## src/vbus_alarm_regs.svh

```systemverilog
`ifndef VBUS_ALARM_REGS_SVH
`define VBUS_ALARM_REGS_SVH

`define HIGH_TRIP_LEVEL_LOWER_OFS  8'h76
`define HIGH_TRIP_LEVEL_UPPER_OFS  8'h77
`define LOW_TRIP_LEVEL_LOWER_OFS   8'h78
`define LOW_TRIP_LEVEL_UPPER_OFS   8'h79
`define OUTPUT_SETPOINT_LOWER_OFS  8'h7a
`define OUTPUT_SETPOINT_UPPER_OFS  8'h7b

`define TRIP_LEVEL_RST             10'h000
`define OUTPUT_SETPOINT_RST        16'h0000
`define TRIP_UPPER_LSB             8
`define TRIP_UPPER_MSB             9

`define COARSE_CODE_MSB            9
`define FINE_CODE_MSB              10
`define COARSE_CODE_MIN            16'h00a5
`define COARSE_CODE_MAX            16'h03ff
`define FINE_CODE_MIN              16'h014a
`define FINE_CODE_MAX              16'h07ff

`endif

```

## src/vbus_alarm_pkg.sv

```systemverilog
package vbus_alarm_pkg;

  typedef struct packed {
    logic [7:0] addr;
    logic [7:0] wdata;
    logic       we;
    logic       re;
  } reg_req_t;

  typedef struct packed {
    logic [9:0] level;
    logic       done;
  } vout_meas_t;

  typedef struct packed {
    logic        fine;
    logic [10:0] code;
  } slew_target_t;

endpackage : vbus_alarm_pkg

```

## src/vbus_alarm_and_setpoint_regs.sv

```systemverilog
`include "vbus_alarm_regs.svh"
`timescale 1ns/10ps
`default_nettype none

module vbus_alarm_and_setpoint_regs (
  input  wire logic                        clk,
  input  wire logic                        rstn,
  input  wire vbus_alarm_pkg::reg_req_t    reg_req,
  output logic [7:0]                       reg_rdata,
  input  wire logic                        alarm_disable_bit,
  input  wire vbus_alarm_pkg::vout_meas_t  vout_meas,
  input  wire logic                        high_alarm_clear,
  input  wire logic                        low_alarm_clear,
  output logic                             high_voltage_alarm_flag,
  output logic                             low_voltage_alarm_flag,
  input  wire logic                        fine_resolution_select,
  input  wire logic                        nondefault_cmd,
  output logic                             slew_start,
  output vbus_alarm_pkg::slew_target_t     slew_target,
  output logic                             setpoint_in_range
);

  logic [9:0]                   high_trip_level_reg;
  logic [9:0]                   low_trip_level_reg;
  logic [15:0]                  output_setpoint_reg;
  logic [7:0]                   rdata_reg;
  logic                         high_flag_reg;
  logic                         low_flag_reg;
  logic                         slew_start_reg;
  vbus_alarm_pkg::slew_target_t slew_target_reg;

  wire wr_hi_l = reg_req.we && (reg_req.addr == `HIGH_TRIP_LEVEL_LOWER_OFS);
  wire wr_hi_h = reg_req.we && (reg_req.addr == `HIGH_TRIP_LEVEL_UPPER_OFS);
  wire wr_lo_l = reg_req.we && (reg_req.addr == `LOW_TRIP_LEVEL_LOWER_OFS);
  wire wr_lo_h = reg_req.we && (reg_req.addr == `LOW_TRIP_LEVEL_UPPER_OFS);
  wire wr_sp_l = reg_req.we && (reg_req.addr == `OUTPUT_SETPOINT_LOWER_OFS);
  wire wr_sp_h = reg_req.we && (reg_req.addr == `OUTPUT_SETPOINT_UPPER_OFS);

  // bits above the trip fields read as zero, unmapped reads give zero
  logic [7:0] rd_mux;
  always_comb begin
    case (reg_req.addr)
      `HIGH_TRIP_LEVEL_LOWER_OFS: rd_mux = high_trip_level_reg[7:0];
      `HIGH_TRIP_LEVEL_UPPER_OFS: rd_mux = {6'h00, high_trip_level_reg[`TRIP_UPPER_MSB:`TRIP_UPPER_LSB]};
      `LOW_TRIP_LEVEL_LOWER_OFS:  rd_mux = low_trip_level_reg[7:0];
      `LOW_TRIP_LEVEL_UPPER_OFS:  rd_mux = {6'h00, low_trip_level_reg[`TRIP_UPPER_MSB:`TRIP_UPPER_LSB]};
      `OUTPUT_SETPOINT_LOWER_OFS: rd_mux = output_setpoint_reg[7:0];
      `OUTPUT_SETPOINT_UPPER_OFS: rd_mux = output_setpoint_reg[15:8];
      default:                    rd_mux = 8'h00;
    endcase
  end

  // comparisons only on the measurement's own done cycle
  wire alarms_on = !alarm_disable_bit;
  wire high_hit  = alarms_on && vout_meas.done && (vout_meas.level > high_trip_level_reg);
  wire low_hit   = alarms_on && vout_meas.done && (vout_meas.level < low_trip_level_reg);

  // set beats clear so an event in the clearing cycle is not lost
  wire high_flag_next = high_hit | (high_flag_reg & ~high_alarm_clear);
  wire low_flag_next  = low_hit | (low_flag_reg & ~low_alarm_clear);

  // target captured at command time; later writes do not move a slew in progress
  wire fine_sel = fine_resolution_select;
  wire [10:0] coarse_code = {1'b0, output_setpoint_reg[`COARSE_CODE_MSB:0]};
  wire [10:0] fine_code   = output_setpoint_reg[`FINE_CODE_MSB:0];
  wire [10:0] code_next   = fine_sel ? fine_code : coarse_code;

  // range flag is advisory only; the manager is trusted to write legal codes
  wire in_range = fine_sel ?
    (output_setpoint_reg >= `FINE_CODE_MIN) && (output_setpoint_reg <= `FINE_CODE_MAX) :
    (output_setpoint_reg >= `COARSE_CODE_MIN) && (output_setpoint_reg <= `COARSE_CODE_MAX);

  always_ff @(posedge clk) begin
    if (!rstn) begin
      high_trip_level_reg <= `TRIP_LEVEL_RST;
      low_trip_level_reg  <= `TRIP_LEVEL_RST;
    end else begin
      if (wr_hi_l) begin
        high_trip_level_reg[7:0] <= reg_req.wdata;
      end
      if (wr_hi_h) begin
        high_trip_level_reg[`TRIP_UPPER_MSB:`TRIP_UPPER_LSB] <= reg_req.wdata[1:0];
      end
      if (wr_lo_l) begin
        low_trip_level_reg[7:0] <= reg_req.wdata;
      end
      if (wr_lo_h) begin
        low_trip_level_reg[`TRIP_UPPER_MSB:`TRIP_UPPER_LSB] <= reg_req.wdata[1:0];
      end
    end
  end

  always_ff @(posedge clk) begin
    if (!rstn) begin
      output_setpoint_reg <= `OUTPUT_SETPOINT_RST;
    end else begin
      if (wr_sp_l) begin
        output_setpoint_reg[7:0] <= reg_req.wdata;
      end
      if (wr_sp_h) begin
        output_setpoint_reg[15:8] <= reg_req.wdata;
      end
    end
  end

  always_ff @(posedge clk) begin
    if (!rstn) begin
      rdata_reg <= 8'h00;
    end else if (reg_req.re) begin
      rdata_reg <= rd_mux;
    end
  end

  always_ff @(posedge clk) begin
    if (!rstn) begin
      high_flag_reg <= 1'b0;
      low_flag_reg  <= 1'b0;
    end else begin
      high_flag_reg <= high_flag_next;
      low_flag_reg  <= low_flag_next;
    end
  end

  always_ff @(posedge clk) begin
    if (!rstn) begin
      slew_start_reg  <= 1'b0;
      slew_target_reg <= '0;
    end else begin
      slew_start_reg <= nondefault_cmd;
      if (nondefault_cmd) begin
        slew_target_reg.code <= code_next;
        slew_target_reg.fine <= fine_sel;
      end
    end
  end

  assign reg_rdata               = rdata_reg;
  assign high_voltage_alarm_flag = high_flag_reg;
  assign low_voltage_alarm_flag  = low_flag_reg;
  assign slew_start              = slew_start_reg;
  assign slew_target             = slew_target_reg;
  assign setpoint_in_range       = in_range;
endmodule : vbus_alarm_and_setpoint_regs

`default_nettype wire

```

## config.mk

```make
export PLATFORM = sky130hd
export DESIGN_NAME = vbus_alarm_and_setpoint_regs
export DESIGN_NICKNAME = d
export VERILOG_FILES = /design/src/vbus_alarm_pkg.sv /design/src/vbus_alarm_and_setpoint_regs.sv
export VERILOG_INCLUDE_DIRS = /design/src
export SDC_FILE = /design/constraint.sdc
export NUM_CORES = 1
export LEC_CHECK = 0
export BUFFER_PORTS_ARGS = -buffer_cell sky130_fd_sc_hd__buf_2
export CORE_ASPECT_RATIO = 0.9
export CORE_UTILIZATION = 40
export DETAILED_ROUTE_END_ITERATION = 12
export PLACE_DENSITY = 0.7
export SETUP_SLACK_MARGIN = 0.3
export SYNTH_ARGS = -nofsm -noshare
export SYNTH_HDL_FRONTEND = slang
export SYNTH_SLANG_ARGS = --single-unit
```

## constraint.sdc

```tcl
create_clock -name clk -period 1.25 [get_ports clk]
set_input_delay 0 -clock clk [delete_from_list [all_inputs] [get_ports clk]]
set_output_delay 0 -clock clk [all_outputs]
set_load 0.03 [all_outputs]
```

### Word level (Yosys, flattened, before mapping)

Cells that the tools add are included.

* bits in registers: 59
* bits in latches: 0
* bits in writable memories: 0
* ROM bits: 0
* output and inout port bits: 24
* memories: 0

* add/subtract/negate cells: 0
* multipliers: 0
* div/mod/pow operators: 0
* $lt $le $gt $ge: 6
* equal/unequal tests: 6
* shifts and indexed selects: 0
* muxes and demuxes: 3
* bitwise logic cells: 6
* reduce and logical (&&, ||, !) cells: 12

Operator list (number)
* $eq 8x7->1 const B: 6
* $pmux 8 s6: 1
* $ge 16x8->1 const B: 1
* $ge 16x9->1 const B: 1
* $le 16x10->1 const B: 1
* $le 16x11->1 const B: 1
* $logic_and 1x1->1: 11
* $mux 11: 1
* $gt 10x10->1: 1
* $lt 10x10->1: 1
* $and 1x1->1: 2
* $not 1->1: 2
* $or 1x1->1: 2
* $logic_not 1->1: 1
* $mux 1: 1

### Depth between registers and ports, before layout

* depth after elaboration: 4
* gate-level depth with buffers: 6
* depth with buffers taken out: 6

### Worst setup path before layout

No wires, ideal clock.

* path type: register to output
* from: register output_setpoint_reg[2]
* to: output setpoint_in_range
* arrival time: 1450 ps
* required time: 1250 ps
* setup slack: -200 ps
* cell stages (with the launch flop): 5
* path buffers: 0
* cells stage by stage: dfxtp_1 > o21ai_0 > a21boi_0 > o21ai_0 > a211oi_1

* cells in the longest elaborated chain, start to end: 3

Ends and longest elaborated chain
* from (decl): line vbus_alarm_and_setpoint_regs.sv:25 `logic [15:0] output_setpoint_reg;`
* from (signal assigned): line vbus_alarm_and_setpoint_regs.sv:95 `` output_setpoint_reg <= `OUTPUT_SETPOINT_RST; ``
* from (signal assigned): line vbus_alarm_and_setpoint_regs.sv:98 `output_setpoint_reg[7:0] <= reg_req.wdata;`
* $ge 16x8->1 (no source line), or another cell as far along
* $logic_and 1x1->1, on equally long branches: line vbus_alarm_and_setpoint_regs.sv:71, vbus_alarm_and_setpoint_regs.sv:70
* $mux 1 (*): line vbus_alarm_and_setpoint_regs.sv:69 `wire in_range = fine_sel ?`
* to (decl): line vbus_alarm_and_setpoint_regs.sv:20 `output logic setpoint_in_range`

Every way passes the cells marked *; elsewhere a longest branch is shown, timed or not.

### Worst setup path after layout

* from: register output_setpoint_reg[1]
* to: output setpoint_in_range

The elaborated chain is that of the path after synthesis.

==> flow_summary.ini <==
[place]
numPortBuffers = 59
globalplace.congestion = 0.854
dp_cells = 522
dp_hpwl_um = 6230
dpl_cell_area_um2 = 3840

[sta]
rsz0062_at_grt = yes
holdWs_ps = 31.0
timing.fmax_mhz = 657
period_share_pct = 122
setup_viol = 4
hold_viol = 0
finalSetupTns_ps = -440
relSlewSlack_pct = 75.2
min_period_ps = 1520
clock_skew_ps = 6.34
worst_pin_slew_ps = 369
drv_slew = 0
setup_slack_ps = -272

[critical_path]
start_kind = flop
cp_max_fo = 2
arrival_ps = 1520
endpoint_kind = output port
worstSetupPathType = reg2out
cp.required_ps = 1250

[logic_synthesis]
ys_seq_elements = 59
netlist.area_leader.share_pct = 36.2
synth_area_leaders = dfxtp_1 36%, mux2i_1 9.2%, ha_1 7.3%, nor2b_1 4.6%, a31o_1 4.0%
yosys.cell_types.count = 50
synth_ff_type = dfxtp_1
syn_inst = 354
synth_top_area_cell = dfxtp_1
avgSynthCellArea_um2 = 9.22
async_reset_ff_share_pct = 0
synth_seq_area_share_pct = 36.2
yosysMostFrequentCell = dfxtp_1
syn-cell-area_um2 = 3260
yosys-top-cells-count = 59 x dfxtp_1, 30 x mux2i_1, 26 x nor2_1, 25 x o21ai_0, 24 x nor2b_1
synth_edf_count = 0
syn-num-nets = 409
synth_warnings = 0

[pwr]
leakage_nw = 1.87
max-vdd-ir-drop_v = 0.000613
power.density_nw_per_um2 = 981
power_w = 0.00435

[layout]
design_area_um2 = 4430
drive_gt1_share_pct = 38.2
diodes = 0
final_cells = 554
areaGrowthSynthToFinish_pct = 35.9
largest_register_ffs = 16
nets = 508

[die]
die_h_um = 87.7
die_w_um = 97.2
num_rows = 30
initial_core_util_pct = 42.2
dieArea_um2 = 8520
core_um2 = 7730
top_level_ports = 60

[drt]
wire_per_inst_um = 15.8
drcViolationCount = 0
wl_um = 8730
drtIter0Drc = 131
via_count = 2922
via_per_inst = 5.27
antenna_left = 0
drt_pass1_iterations = 4

[global_routing]
grt_max_degree = 47
grt_pass1_wl_um = 13900
grt.total_usage_pct = 20.8
grt_pass1_vias = 2861
grt_overflow = 0
antenna_found_initial = 0

[flow_run]
cap_violations = 0

[clock_tree]
cts_buffer_depth = 2
insertion_delay_ps = 350
clk_pin_slew_ps = 70
cts_root_buf = clkbuf_8
cts_sinks = 59
cts_tree = built
htree_levels = 3
cts_buffers = 9

[outcome]
status = complete, but fails checks
violations = setup timing

[hold_path]
hold_class = in2reg
==> worst max-delay path, stage by stage, from the launching register on <==
cell and delay, ps:
dfxtp_2 330, buf_6 90, o21ai_1 60, a21oi_1 200
nor4_2 70, a211oi_2 220, buf_4 190
==> where the power goes <==
| part | switching (W) | total (W) | leakage, nW | internal (W) |
|---|---|---|---|---|
| registers | 0.00000417 | 0.00188 | 0.488 | 0.00188 |
| logic | 0.000247 | 0.000458 | 1.26 | 0.000211 |
| clock network | 0.000786 | 0.00201 | 0.119 | 0.00122 |
| total | 0.00104 | 0.00435 | 1.87 | 0.00331 |
==> worst paths after layout <==
kind,start,depth (start not counted),slack [ps],endpoint
worst max register to register,low_trip_level_reg[7],6,-100,low_voltage_alarm_flag
worst max-delay path,output_setpoint_reg[1],6,-270,setpoint_in_range
worst min register to register,slew_target[10],2,480,slew_target[10]
worst min-delay path,rstn,3,30,high_voltage_alarm_flag
==> cells by family after synthesis <==
kind of cell	synth area share, %
and+or+nand+nor	23.5
AOI/OAI and AO/OA	16.6
DFF	36.2
buffers and inverters	6.52
muxes	9.89
adders and majority gates	7.29
==> metal layers <==
| layer | GRT usage, % | up-vias | wire (µm) |
|---|---|---|---|
| met4 | 6.51 | 0 | 168 |
| met5 | 0 | - | 0 |
| met2 | 34.5 | 80 | 4080 |
| met1 | 26.8 | 1373 | 4080 |
| met3 | 5.19 | 19 | 405 |
| li1 | - | 1450 | - |
==> layout make-up <==
| class | count | area, µm² |
|---|---|---|
| clock buffer | 11 | 151 |
| clock inverter | 5 | 75.1 |
| fill | 671 | 3300 |
| inverter | 21 | 78.8 |
| multi-input combinational | 256 | 2060 |
| sequential | 59 | 1220 |
| tap | 96 | 120 |
| timing repair buffer | 106 | 727 |
==> per-stage QoR <==
| step | utilization, % | worst slack (ps) |
|---|---|---|
| 2_1_floorplan | - | -58.9 |
| 3_3_place_gp | 49.6 | -114 |
| 3_5_place_dp | 49.6 | -171 |
| 4_1_cts | 55.4 | -255 |
| 5_1_grt | 57.3 | -341 |
| 6_report | 57.3 | -272 |
==> timing repair <==
item,CTS,global route
resized for setup,30,34
setup buffers,0,3
pin swaps,8,10
setup endpoints to repair,6,15
endpoints found under the hold margin,14,0
cloned,0,0
hold buffers,13,0
==> placed cells by master (no fill, tap or decap), types with 15 or more instances in the layout <==
cell type and count:
buf_2 58, dfxtp_1 37, mux2i_1 29, buf_4 28
nor2_1 26, nor2b_1 24, a21oi_1 19, dfxtp_2 19
o21ai_1 17, inv_1 16, a31o_1 15
No activity file was read; power rests on OpenSTA's default activity.
